===== src/hdl/msbc_pkg.sv =====
package msbc_pkg;

  // Clock rate used to turn times into cycle counts.
  localparam int CLK_MHZ = 250;

  // Register byte offsets.
  localparam logic [11:0] REG_CTRL       = 12'h000;
  localparam logic [11:0] REG_STATUS     = 12'h004;
  localparam logic [11:0] REG_SLEEP_TIME = 12'h008;
  localparam logic [11:0] REG_WAKE_TIME  = 12'h00c;

  // Control register fields.
  localparam int CTRL_SLP_LSB   = 0;
  localparam int CTRL_FLOW_BIT  = 3;
  localparam int CTRL_OP_LSB    = 4;
  localparam int CTRL_SAVE_BIT  = 8;
  localparam int CTRL_BOOT_BIT  = 9;
  localparam int CTRL_CMD_IN    = 10;
  localparam int CTRL_CMD_OUT   = 11;

  // Status register fields.
  localparam int ST_ASSOC_LSB   = 0;
  localparam int ST_AWAKE_BIT   = 8;
  localparam int ST_BYPASS_BIT  = 9;
  localparam int ST_CMD_BIT     = 10;
  localparam int ST_SAVED_LSB   = 11;
  localparam int ST_SREQ_BIT    = 14;

  // Mode encodings.
  localparam logic [2:0] SLP_NORMAL    = 3'h0;
  localparam logic [2:0] SLP_PIN       = 3'h1;
  localparam logic [2:0] SLP_CYCLIC    = 3'h4;
  localparam logic [2:0] OPMODE_BYPASS = 3'h5;

  // Association status values.
  localparam logic [7:0] ASSOC_BYPASS  = 8'h2f;
  localparam logic [7:0] ASSOC_ACTIVE  = 8'h00;
  localparam logic [7:0] ASSOC_BOOTING = 8'hff;

  // Reset values.
  localparam logic [2:0]  SLP_RST        = 3'h0;
  localparam logic [2:0]  OP_MODE_RST    = 3'h0;
  localparam logic [31:0] SLEEP_TIME_RST = 32'h0000_1000;
  localparam logic [31:0] WAKE_TIME_RST  = 32'h0000_0100;

  // Timing: boot and bypass activation, connection close, probe period.
  localparam int          BOOT_US      = 10;
  localparam logic [11:0] BOOT_CYCLES  = 12'(BOOT_US * CLK_MHZ);
  localparam int          CLOSE_NS     = 400;
  localparam logic [11:0] CLOSE_CYCLES = 12'(CLOSE_NS * CLK_MHZ / 1000);
  localparam int          PROBE_US     = 8;
  localparam logic [11:0] PROBE_CYCLES = 12'(PROBE_US * CLK_MHZ);

  typedef struct packed {
    logic        psel;
    logic        penable;
    logic        pwrite;
    logic [11:0] paddr;
    logic [31:0] pwdata;
  } msbc_apb_req_t;

  typedef struct packed {
    logic        pready;
    logic        pslverr;
    logic [31:0] prdata;
  } msbc_apb_rsp_t;

  typedef struct packed {
    logic       valid;
    logic [7:0] data;
  } msbc_byte_t;

  typedef enum logic [1:0] {PWR_AWAKE, PWR_DRAIN, PWR_CLOSE, PWR_SLEEP} msbc_pwr_t;

  typedef struct packed {
    msbc_byte_t out;
    msbc_byte_t skid;
    logic       in_ready;
  } msbc_skid_state_t;

  typedef struct packed {
    logic        sreq_meta;
    logic        sreq_sync;
    msbc_pwr_t   pwr;
    logic [31:0] timer;
    logic [2:0]  sleep_mode;
    logic        flow_en;
    logic [2:0]  op_stage;
    logic [2:0]  op_saved;
    logic        booting;
    logic [11:0] boot_cnt;
    logic        bypass;
    logic        cmd_mode;
    logic [31:0] sleep_time;
    logic [31:0] wake_time;
    logic        pready;
    logic        pslverr;
    logic [31:0] prdata;
    logic        cts_n;
    logic        close_conn;
    logic        low_power;
    logic        probe;
    logic        connect;
    logic [11:0] probe_cnt;
    logic        connected;
  } msbc_state_t;

  localparam msbc_skid_state_t MSBC_SKID_RST = '{default: '0};
  localparam msbc_state_t MSBC_STATE_RST = '{pwr: PWR_AWAKE, booting: 1'b1, sleep_mode: SLP_RST,
                                            op_stage: OP_MODE_RST, op_saved: OP_MODE_RST,
                                            sleep_time: SLEEP_TIME_RST, wake_time: WAKE_TIME_RST,
                                            default: '0};

endpackage : msbc_pkg


===== src/hdl/msbc_top.sv =====
`timescale 1ns/1ns
// Operation
// - Sleep mode 0 keeps the device awake at all times.
// - Sleep mode 1 lets only the sleep request level govern sleep.
// - On request high: finish transfers, close connections, then enter low power.
// - Host drives sleep request low to wake; device then leaves low power.
// - Sleep mode 4 sleeps a set time, wakes a set time, repeats.
// - With flow control on, clear-to-send low when awake, high when asleep.
// - After bypass reboot association status reads 0x2F, otherwise another value.
// - In bypass, serial traffic passes both ways to the cellular AT port.
// - In bypass the device sends no probing commands of its own.
// - In bypass the device never starts a network connection itself.
// - Local command mode entry still works while bypass is active.
module msbc_top (
  input  logic                    clk,
  input  logic                    sys_rst,
  input  msbc_pkg::msbc_apb_req_t apb_req,
  output msbc_pkg::msbc_apb_rsp_t apb_rsp,
  input  logic                    sleep_request_pin,
  input  msbc_pkg::msbc_byte_t    host_rx,
  output logic                    host_rx_ready,
  output msbc_pkg::msbc_byte_t    host_tx,
  input  logic                    host_tx_ready,
  input  msbc_pkg::msbc_byte_t    cell_rx,
  output logic                    cell_rx_ready,
  output msbc_pkg::msbc_byte_t    cell_tx,
  input  logic                    cell_tx_ready,
  output logic                    cts_n,
  output logic                    close_conn,
  output logic                    low_power,
  output logic                    cell_probe,
  output logic                    cell_connect
);
  import msbc_pkg::*;

  msbc_state_t s_q;
  msbc_state_t s_d;
  logic        fwd_en;
  logic        paths_idle;

  // Forwarding only while bypass is up, awake and out of command mode.
  assign fwd_en = s_q.bypass & ~s_q.cmd_mode & ~s_q.booting & (s_q.pwr == PWR_AWAKE);

  // Nothing is in flight once both buffers are empty and neither takes a word.
  assign paths_idle = ~cell_tx.valid & ~host_tx.valid & ~host_rx_ready & ~cell_rx_ready;

  // Host serial port toward the cellular AT port.
  msbc_skid u_host2cell (
    .clk       (clk),
    .sys_rst   (sys_rst),
    .en        (fwd_en),
    .in_word   (host_rx),
    .in_ready  (host_rx_ready),
    .out_word  (cell_tx),
    .out_ready (cell_tx_ready)
  );

  // Cellular AT port back toward the host serial port.
  msbc_skid u_cell2host (
    .clk       (clk),
    .sys_rst   (sys_rst),
    .en        (fwd_en),
    .in_word   (cell_rx),
    .in_ready  (cell_rx_ready),
    .out_word  (host_tx),
    .out_ready (host_tx_ready)
  );

  // Next-state logic for the bus slave, settings, boot and power sequencing.
  always_comb
  begin
    logic        setup;
    logic        wr_commit;
    logic        mapped;
    logic        reconfig;
    logic        reboot;
    logic        awake;
    logic [7:0]  assoc;
    logic [31:0] rd;
    setup     = apb_req.psel & ~apb_req.penable;
    wr_commit = apb_req.psel & apb_req.penable & apb_req.pwrite & s_q.pready;
    mapped    = (apb_req.paddr == REG_CTRL) || (apb_req.paddr == REG_STATUS) ||
                (apb_req.paddr == REG_SLEEP_TIME) || (apb_req.paddr == REG_WAKE_TIME);
    reconfig  = 1'b0;
    reboot    = 1'b0;
    awake     = 1'b0;
    rd        = 32'h0000_0000;
    assoc     = ASSOC_ACTIVE;
    s_d       = s_q;

    // Two-stage synchroniser; only the second stage is used below.
    s_d.sreq_meta = sleep_request_pin;
    s_d.sreq_sync = s_q.sreq_meta;

    // Strobes last one cycle.
    s_d.close_conn = 1'b0;
    s_d.probe      = 1'b0;
    s_d.connect    = 1'b0;

    // Association status reflects the operating mode chosen at the last boot.
    if (s_q.booting)
      assoc = ASSOC_BOOTING;
    else if (s_q.bypass)
      assoc = ASSOC_BYPASS;
    else
      assoc = ASSOC_ACTIVE;

    // Read data are captured in the setup cycle and shown during the access.
    case (apb_req.paddr)
      REG_CTRL:
      begin
        rd[CTRL_SLP_LSB +: 3] = s_q.sleep_mode;
        rd[CTRL_FLOW_BIT]    = s_q.flow_en;
        rd[CTRL_OP_LSB +: 3] = s_q.op_stage;
      end
      REG_STATUS:
      begin
        rd[ST_ASSOC_LSB +: 8] = assoc;
        rd[ST_AWAKE_BIT]      = ~s_q.booting & (s_q.pwr == PWR_AWAKE);
        rd[ST_BYPASS_BIT]     = s_q.bypass;
        rd[ST_CMD_BIT]        = s_q.cmd_mode;
        rd[ST_SAVED_LSB +: 3] = s_q.op_saved;
        rd[ST_SREQ_BIT]       = s_q.sreq_sync;
      end
      REG_SLEEP_TIME: rd = s_q.sleep_time;
      REG_WAKE_TIME:  rd = s_q.wake_time;
      default:        rd = 32'h0000_0000;
    endcase

    // Zero-wait slave: ready in the access cycle, error on an unmapped address.
    s_d.pready  = setup;
    s_d.pslverr = setup & ~mapped;
    if (setup & ~apb_req.pwrite)
      s_d.prdata = rd;

    // Register writes take effect at the completing edge only.
    if (wr_commit)
    begin
      case (apb_req.paddr)
        REG_CTRL:
        begin
          s_d.sleep_mode = apb_req.pwdata[CTRL_SLP_LSB +: 3];
          s_d.flow_en    = apb_req.pwdata[CTRL_FLOW_BIT];
          s_d.op_stage   = apb_req.pwdata[CTRL_OP_LSB +: 3];
          reconfig       = (s_d.sleep_mode != s_q.sleep_mode);
          // Saving copies the staged operating mode into the retained copy.
          if (apb_req.pwdata[CTRL_SAVE_BIT])
            s_d.op_saved = s_d.op_stage;
          // Command mode entry is accepted in every operating mode.
          if (apb_req.pwdata[CTRL_CMD_IN])
            s_d.cmd_mode = 1'b1;
          else if (apb_req.pwdata[CTRL_CMD_OUT])
            s_d.cmd_mode = 1'b0;
          reboot = apb_req.pwdata[CTRL_BOOT_BIT];
        end
        REG_SLEEP_TIME:
        begin
          s_d.sleep_time = apb_req.pwdata;
          reconfig       = 1'b1;
        end
        REG_WAKE_TIME:
        begin
          s_d.wake_time = apb_req.pwdata;
          reconfig      = 1'b1;
        end
        default:
        begin
          reconfig = 1'b0;
        end
      endcase
    end

    // Boot: the saved mode decides bypass once the activation time has passed.
    if (s_q.booting)
    begin
      s_d.boot_cnt = s_q.boot_cnt + 12'h001;
      if (s_q.boot_cnt == BOOT_CYCLES - 12'h001)
      begin
        s_d.booting = 1'b0;
        s_d.bypass  = (s_q.op_saved == OPMODE_BYPASS);
      end
    end
    else
    begin
      case (s_q.pwr)
        PWR_AWAKE:
        begin
          s_d.timer = s_q.timer + 32'h0000_0001;
          if ((s_q.sleep_mode == SLP_PIN) && s_q.sreq_sync)
            s_d.pwr = PWR_DRAIN;
          else if ((s_q.sleep_mode == SLP_CYCLIC) && (s_q.timer >= s_q.wake_time))
            s_d.pwr = PWR_DRAIN;
          if (s_d.pwr != s_q.pwr)
            s_d.timer = 32'h0000_0000;
        end
        PWR_DRAIN:
        begin
          // Words already taken are delivered before connections close.
          if (paths_idle)
          begin
            s_d.pwr        = PWR_CLOSE;
            s_d.close_conn = 1'b1;
            s_d.timer      = 32'h0000_0000;
          end
        end
        PWR_CLOSE:
        begin
          s_d.timer = s_q.timer + 32'h0000_0001;
          if (s_q.timer >= {20'h00000, CLOSE_CYCLES - 12'h001})
          begin
            s_d.pwr   = PWR_SLEEP;
            s_d.timer = 32'h0000_0000;
          end
        end
        PWR_SLEEP:
        begin
          s_d.timer = s_q.timer + 32'h0000_0001;
          if ((s_q.sleep_mode == SLP_PIN) && !s_q.sreq_sync)
            s_d.pwr = PWR_AWAKE;
          else if ((s_q.sleep_mode == SLP_CYCLIC) && (s_q.timer >= s_q.sleep_time))
            s_d.pwr = PWR_AWAKE;
          if (s_d.pwr != s_q.pwr)
            s_d.timer = 32'h0000_0000;
        end
        default:
        begin
          s_d.pwr = PWR_AWAKE;
        end
      endcase
    end

    // The cyclic timer restarts whenever its settings change.
    if (reconfig)
      s_d.timer = 32'h0000_0000;

    // Own modem housekeeping exists only outside bypass.
    if (!s_q.booting && !s_q.bypass && (s_q.pwr == PWR_AWAKE))
    begin
      s_d.probe_cnt = s_q.probe_cnt + 12'h001;
      if (s_q.probe_cnt == PROBE_CYCLES - 12'h001)
      begin
        s_d.probe     = 1'b1;
        s_d.probe_cnt = 12'h000;
      end
      if (!s_q.connected)
      begin
        s_d.connect   = 1'b1;
        s_d.connected = 1'b1;
      end
    end

    // A forced reboot reloads the saved mode and restarts activation.
    if (reboot)
    begin
      s_d.booting   = 1'b1;
      s_d.boot_cnt  = 12'h000;
      s_d.bypass    = 1'b0;
      s_d.cmd_mode  = 1'b0;
      s_d.op_stage  = s_q.op_saved;
      s_d.pwr       = PWR_AWAKE;
      s_d.timer     = 32'h0000_0000;
      s_d.probe_cnt = 12'h000;
      s_d.connected = 1'b0;
    end

    // Any sleep mode other than pin or cyclic behaves as always awake.
    if ((s_q.sleep_mode != SLP_PIN) && (s_q.sleep_mode != SLP_CYCLIC))
    begin
      s_d.pwr   = PWR_AWAKE;
      s_d.timer = 32'h0000_0000;
    end

    // Pin levels follow the next state so they line up with the status bits.
    awake         = ~s_d.booting & (s_d.pwr == PWR_AWAKE);
    s_d.low_power = (s_d.pwr == PWR_SLEEP);
    s_d.cts_n     = s_d.flow_en & ~awake;
  end

  // State register.
  always_ff @(posedge clk)
  begin
    if (sys_rst)
      s_q <= MSBC_STATE_RST;
    else
      s_q <= s_d;
  end

  // Outputs come straight from the state register.
  assign apb_rsp      = '{pready: s_q.pready, pslverr: s_q.pslverr, prdata: s_q.prdata};
  assign cts_n        = s_q.cts_n;
  assign close_conn   = s_q.close_conn;
  assign low_power    = s_q.low_power;
  assign cell_probe   = s_q.probe;
  assign cell_connect = s_q.connect;
endmodule : msbc_top


===== src/hdl/msbc_skid.sv =====
`timescale 1ns/1ns
module msbc_skid (
  input  logic                 clk,
  input  logic                 sys_rst,
  input  logic                 en,
  input  msbc_pkg::msbc_byte_t in_word,
  output logic                 in_ready,
  output msbc_pkg::msbc_byte_t out_word,
  input  logic                 out_ready
);
  import msbc_pkg::*;

  msbc_skid_state_t s_q;
  msbc_skid_state_t s_d;
  logic             take;
  logic             pop;

  // Handshakes on each side; ready is a flop, so a second word needs the skid slot.
  assign take = in_word.valid & s_q.in_ready;
  assign pop  = s_q.out.valid & out_ready;

  // Two entries: the output word and one skid word that absorbs the ready lag.
  always_comb
  begin
    s_d = s_q;
    if (pop)
    begin
      if (s_q.skid.valid)
      begin
        s_d.out  = s_q.skid;
        s_d.skid = '0;
        if (take)
          s_d.skid = in_word;
      end
      else if (take)
        s_d.out = in_word;
      else
        s_d.out = '0;
    end
    else if (take)
    begin
      if (!s_q.out.valid)
        s_d.out = in_word;
      else
        s_d.skid = in_word;
    end
    s_d.in_ready = en & ~s_d.skid.valid & ~(s_d.out.valid & ~en);
  end

  // State register.
  always_ff @(posedge clk)
  begin
    if (sys_rst)
      s_q <= MSBC_SKID_RST;
    else
      s_q <= s_d;
  end

  assign in_ready = s_q.in_ready;
  assign out_word = s_q.out;

endmodule : msbc_skid


===== config.mk =====
export PLATFORM = sky130hd
export DESIGN_NAME = msbc_top
export DESIGN_NICKNAME = d
export VERILOG_FILES = /design/src/hdl/msbc_pkg.sv /design/src/hdl/msbc_top.sv /design/src/hdl/msbc_skid.sv
export SDC_FILE = /design/constraint.sdc
export NUM_CORES = 1
export LEC_CHECK = 0
export BUFFER_PORTS_ARGS = -buffer_cell sky130_fd_sc_hd__buf_2
export CAP_MARGIN = 40
export CORE_MARGIN = 2
export CORE_UTILIZATION = 36
export DETAILED_ROUTE_END_ITERATION = 6
export GPL_ROUTABILITY_DRIVEN = 0
export SETUP_SLACK_MARGIN = 0.3
export SKIP_LAST_GASP = 1
export SYNTH_ARGS = -nofsm -noshare
export SYNTH_HDL_FRONTEND = slang
export SYNTH_SLANG_ARGS = --single-unit

===== constraint.sdc =====
create_clock -name clk -period 5.5 [get_ports clk]
set_clock_uncertainty 0.1 [all_clocks]
set_input_delay 1.1 -clock clk [delete_from_list [all_inputs] [get_ports clk]]
set_output_delay 1.1 -clock clk [all_outputs]
set_load 0.01 [all_outputs]

==> out/results.ini, run 1 <==
[synthesis]
postSynth.asyncResetShare=0
syn_inst=1374
ys.warnings.count=0
yosysSeqAreaShare=0.396
yosysUniqueCellTypes=60
synth_ff_type=dfxtp_1
ys_ff_latch=215
avgSynthCellArea_um2=7.90
synth-edff-count=0
synthesis.area_mm2=0.0109
synth_fp_nets=1511

[setup_path]
start_kind=input pin
worst_r2r_path_depth=9
worstPathArrival_ps=4090
criticalPathCategory=in -> reg
required_ps=5820
cp_max_fo=17
regToRegSetupSlack_ps=2070
end_kind=flop

[drt]
via_per_inst=5.23
drt_iter0_markers=697
wl_per_cell_um=15.9
wl_um=29000
dr.pass1.iters=5
ant_nets=0
drc=0
num_vias=9557

[clock_tree]
cts_buffer_depth=3
cts-buffers-inserted=25
cts_hold_buf=0
post_cts_resized=0
clock_latency_ps=530
path_clk_slew_ps=60
cts.sinks=215
post-cts-setup-buffers=0
cts_tree=built
htreeDepth=1
cts-root-buf=clkbuf_16

[sta]
fin_crit_ps=3780
timing.fmax_ghz=0.265
worstMarginPinSlew_ps=858
finalCritPeriodShare=0.687
hold_viol=0
final.setup.worst_slack_ps=1720
drv_slew=0
finalSetupViolCount=0
finalSetupTns_ps=0
slew_headroom=0.428
rsz0062_at_grt=no

[flow_run]
maxCapViolCount=0

[finish]
fin_area_mm2=0.0123
syn_to_final_growth_pct=12.9
nNetsFinal=1559
fill_cells=3079
drive_gt1_frac=0.132
antenna_cells=0

[floorplan]
die_area_mm2=0.0316
fp.dieH_um=178
die_width_um=178
core_area_mm2=0.0296
ios=129
initial_utilization=0.366
placementRows=63

[hold_path]
min_delay_path_depth=1
hp-class=reg -> reg

[global_route]
gr-total-overflow=0
grt_pass1_wl_um=46200
grt_use_total=0.181
grt_pass1_vias=8958
antenna_found_initial=0
grt_max_degree=66

[power_and_ir_drop]
power_density_mw_per_mm2=265
p_leak_nw=4.53
peakVddDrop_mv=0.207
post-layout-total-power_mw=3.24

[placed_design]
port_buffers=128
preCtsSetupSlack_ps=1240
placedInstanceArea_mm2=0.0115
dp_hpwl_um=21200

[run_status]
status=complete, no violations

## sequential cells by signal (all words and copies together) (netlist names)
signal,count
low_power,1
cell_probe,1
u_host2cell.out_word,9
u_host2cell.s_q,9
cts_n,1
u_cell2host.in_ready,1
u_cell2host.out_word,9
cell_connect,1
u_host2cell.in_ready,1
apb_rsp,34
u_cell2host.s_q,9
s_q,137
close_conn,1
s_d,1
## power breakdown
part / total [mW] / switching, mW / internal, mW / leakage (nW)
registers: 1.57 / 0.00357 / 1.56 / 1.73
clock network: 1.57 / 0.663 / 0.910 / 0.384
logic: 0.105 / 0.0695 / 0.0355 / 2.41
## per-layer routing
metal	global-route usage	vias up	share of wire
met4	0.0427	0	0.017
met3	0.0225	35	0.056
met5	0	-	0
met2	0.297	248	0.46
met1	0.252	4483	0.47
li1	-	4791	-
## cell usage in the layout (no fill, tap or decap), types with 28 or more instances in the layout
cell	Yosys	final
dfxtp_1	215	215
o21ai_0	47	47
nand2_1	225	225
nand4_1	28	28
buf_2	1	127
a21oi_1	136	136
a22oi_1	41	41
inv_1	72	72
xor2_1	30	30
nand3_1	34	34
nor2_1	170	170
ha_1	67	67
## path summary, 6_finish.rpt
kind,startpoint,end
worst max register to register,s_q[171],s_q[165]
worst max-delay path,apb_req[33],s_q[96]
worst min-delay path,s_d[175],s_q[175]
worst min register to register,s_d[175],s_q[175]
## worst max-delay path, cell delays in order
cell	delay, ps
buf_2	100
nor4_1	330
nand4_1	570
nor2_1	530
and3_1	750
buf_4	370
nor2_1	70
a211o_1	260
## final cells by class
class | count | area, µm² | area share
well taps | 390 | 488 | 0.0398
flip-flops and latches | 215 | 4300 | 0.351
clock inverters | 8 | 46.3 | 0.00378
repair buffers | 140 | 793 | 0.0647
inverters | 72 | 270 | 0.0220
multi-input cells | 968 | 5630 | 0.460
clock buffers | 35 | 723 | 0.0590
## Yosys cell counts, types with 3 or more instances
| library cell | count | area, µm² |
|---|---|---|
| nand2_1 | 225 | 845 |
| dfxtp_1 | 215 | 4300 |
| nor2_1 | 170 | 638 |
| a21oi_1 | 136 | 681 |
| inv_1 | 72 | 270 |
| ha_1 | 67 | 838 |
| clkbuf_1 | 61 | 229 |
| buf_4 | 52 | 390 |
| o21ai_0 | 47 | 235 |
| a22oi_1 | 41 | 308 |
| nand3_1 | 34 | 170 |
| xor2_1 | 30 | 263 |
| nand4_1 | 28 | 175 |
| nor3_1 | 24 | 120 |
| xnor2_1 | 23 | 201 |
| nor4_1 | 15 | 93.8 |
| a211oi_1 | 10 | 75.1 |
| and3_1 | 10 | 62.6 |
| nor3b_1 | 10 | 75.1 |
| a221oi_1 | 8 | 70.1 |
| a222oi_1 | 8 | 80.1 |
| and4_1 | 8 | 70.1 |
| o211ai_1 | 8 | 60.1 |
| nor2b_1 | 6 | 37.5 |
| or4_1 | 6 | 45.0 |
| a31oi_1 | 4 | 25.0 |
| mux2i_1 | 4 | 40.0 |
| nand2b_1 | 4 | 25.0 |
| buf_1 | 3 | 11.3 |
| o21a_1 | 3 | 22.5 |
| or2_2 | 3 | 18.8 |
| or3_1 | 3 | 18.8 |
## cell families after synthesis
kind of cell,count (synthesis),share of synthesized area
XOR/XNOR,53,0.0427
AO/OA/AOI/OAI,287,0.162
AND/OR/NAND/NOR,555,0.228
flip-flops,215,0.396
adder cells (fa/ha/maj),67,0.0772
buffers and inverters,191,0.0855
multiplexers,6,0.00783
## through the flow
stage               hold slack [ps]  std cells  utilization
detailed placement              333       1785        0.388
finish                          335       1828        0.414
global route                    364       1828        0.414
CTS                             335       1828        0.414
global placement                323       1780        0.384
floorplan                       302       1374            -
Power figures use the tool's default switching activity.
==> run 2, diff against run 1 <==
- clock period: 5.5 -> 3.5 ns (I/O delays scaled with it)
==> run 2 against run 1 <==
Net effect:
- setup slack got worse by 1200 ps
- die area did not move
- sequential share of layout area decreased by 0.64 points
- sequential cell count is the same
- clock power increased by 82%
- non-clock buffer count rose by 15
==> out/results.ini, run 2 (synthesis gave the netlist of run 1 again) <==
[setup_path]
cp_max_fo=22  ; +5
worstPathArrival_ps=3340  ; -750 ps
end_kind=flop
criticalPathCategory=reg -> reg
required_ps=3810  ; -2010 ps
path_cells=inv_1 -> ha_1 -> nand4_1 -> or4_1 -> or4_1 -> a31oi_4 -> nor3b_1 -> o31ai_4 -> buf_12 -> nor2_1
worst_r2r_path_depth=10  ; +1
start_kind=flop
cpMaxStageDelayCell=or4_1
crit_path_max_incr_delay_ps=630  ; -120 ps
regToRegSetupSlack_ps=470  ; -1600 ps
crit_top_cell=or4_1

[drt]
dr.pass1.iters=7  ; +2
drc=0  ; unchanged
drt_iter0_markers=751  ; +7.7%
wl_per_cell_um=16.2  ; +2.1%
ant_nets=0  ; unchanged
via_per_inst=5.24  ; +0.21%
num_vias=9671  ; +1.2%
wl_um=29900  ; +3.1%

[global_route]
antenna_found_initial=0  ; unchanged
gr-total-overflow=0  ; unchanged
grt_use_total=0.187  ; +0.00604
grt_pass1_wl_um=47400  ; +2.7%
grt_max_degree=52  ; -21%
grt_pass1_vias=9138  ; +2.0%

[sta]
slew_headroom=0.445  ; +0.0170
worstMarginPinSlew_ps=822  ; -35.9 ps
drv_slew=0  ; unchanged
rsz0062_at_grt=no
fin_crit_ps=3030
hold_viol=0  ; unchanged
finalCritPeriodShare=0.865
finalSetupViolCount=0  ; unchanged
timing.fmax_ghz=0.330
finalSetupTns_ps=0  ; unchanged

[finish]
layout_commonest_cell=nand2_1
syn_to_final_growth_pct=15.0
fill_cells=3047  ; -1.0%
nNetsFinal=1575  ; +1.0%
antenna_cells=0  ; unchanged
drive_gt1_frac=0.143  ; +0.0107
regMostFlops=s_q
fin_area_mm2=0.0125  ; +1.9%
stdcell_count=1846  ; +0.98%
utilization=0.421  ; +0.00773
layout_common_cells=nand2_1, dfxtp_1, nor2_1
largest_reg_flops=137  ; unchanged

[floorplan]
die_width_um=178  ; unchanged
placementRows=63  ; unchanged
die_area_mm2=0.0316  ; unchanged
initial_utilization=0.366  ; unchanged
core_area_mm2=0.0296  ; unchanged
fp.dieH_um=178  ; unchanged
ios=129  ; unchanged

[clock_tree]
clock_latency_ps=530  ; about the same
cts-root-buf=clkbuf_16
path_clk_slew_ps=60  ; about the same
cts_tree=built
cts_buffer_depth=3  ; unchanged
cts.sinks=215  ; unchanged
htreeDepth=1  ; unchanged
cts-buffers-inserted=26  ; +4.0%

[hold_path]
hp-class=in -> reg
min_delay_path_depth=2  ; +1

[placed_design]
dp_hpwl_um=21800  ; +2.7%
placedInstanceArea_mm2=0.0116  ; +0.57%
port_buffers=128  ; unchanged
dp_cells=1800  ; +0.84%

[power_and_ir_drop]
p_leak_nw=4.66  ; +2.9%
peakVddDrop_mv=0.360  ; +74%
power_density_mw_per_mm2=438  ; +65%

[flow_run]
maxCapViolCount=0  ; unchanged

[run_status]
status=complete, no violations

run 2: cell types whose count changed in the layout (fill, tap and decap cells not counted), moves of 2 or more:
cell / delta
clkinv_2: -3
buf_16: -3
bufinv_16: +4
buf_4: +18
buf_12: +2
run 2: worst paths after layout:
kind             endpoint              start
min reg2reg  cell_connect             s_q[0]
max              s_q[172]           s_q[115]
min              s_d[175]  sleep_request_pin
max reg2reg      s_q[172]           s_q[115]
run 2: layout make-up:
type,count,area (µm²),share of cell area
clock buffers,37,752,0.0602
repair buffers,155,871,0.0697
flip-flops and latches,215,4300,0.345
inverters,72,270,0.0216
clock inverters,9,160,0.0128
well taps,390,488,0.0391
multi-input cells,968,5640,0.452
run 2: timing repair:
item	4_1_cts	5_1_grt
gates resized for setup	0	4
hold buffers	0	0
setup endpoints to repair	0	22
buffers inserted	0	0
run 2: routing by layer:
layer | routed length, µm | global-route usage | part of all wire
met5 | 0 | 0 | 0
met2 | 13600 | 0.302 | 0.45
met3 | 2080 | 0.0334 | 0.070
met1 | 13400 | 0.252 | 0.45
met4 | 848 | 0.0587 | 0.028
run 2: power by group:
group | switching, mW | total (mW) | internal (mW)
logic | 0.109 | 0.162 | 0.0531
registers | 0.00555 | 2.46 | 2.46
clock network | 1.06 | 2.85 | 1.78
run 2: per-stage QoR:
| step | hold WS (ps) | setup WS (ps) | total power [mW] |
|---|---|---|---|
| 2_1_floorplan | 302 | 719 | 2.59 |
| 3_3_place_gp | 320 | 471 | 2.68 |
| 3_5_place_dp | 322 | 388 | 2.68 |
| 4_1_cts | 285 | 375 | 5.52 |
| 5_1_grt | 284 | 311 | 5.65 |
| 6_report | 297 | 474 | 5.47 |
run 2: critical path, delay by kind of cell, from the launching register on:
family	cells	cell delay [ps]
buffers and inverters	2	250
adders and majority gates	1	310
AOI/OAI and AO/OA	2	460
DFF	1	320
and+or+nand+nor	5	1450
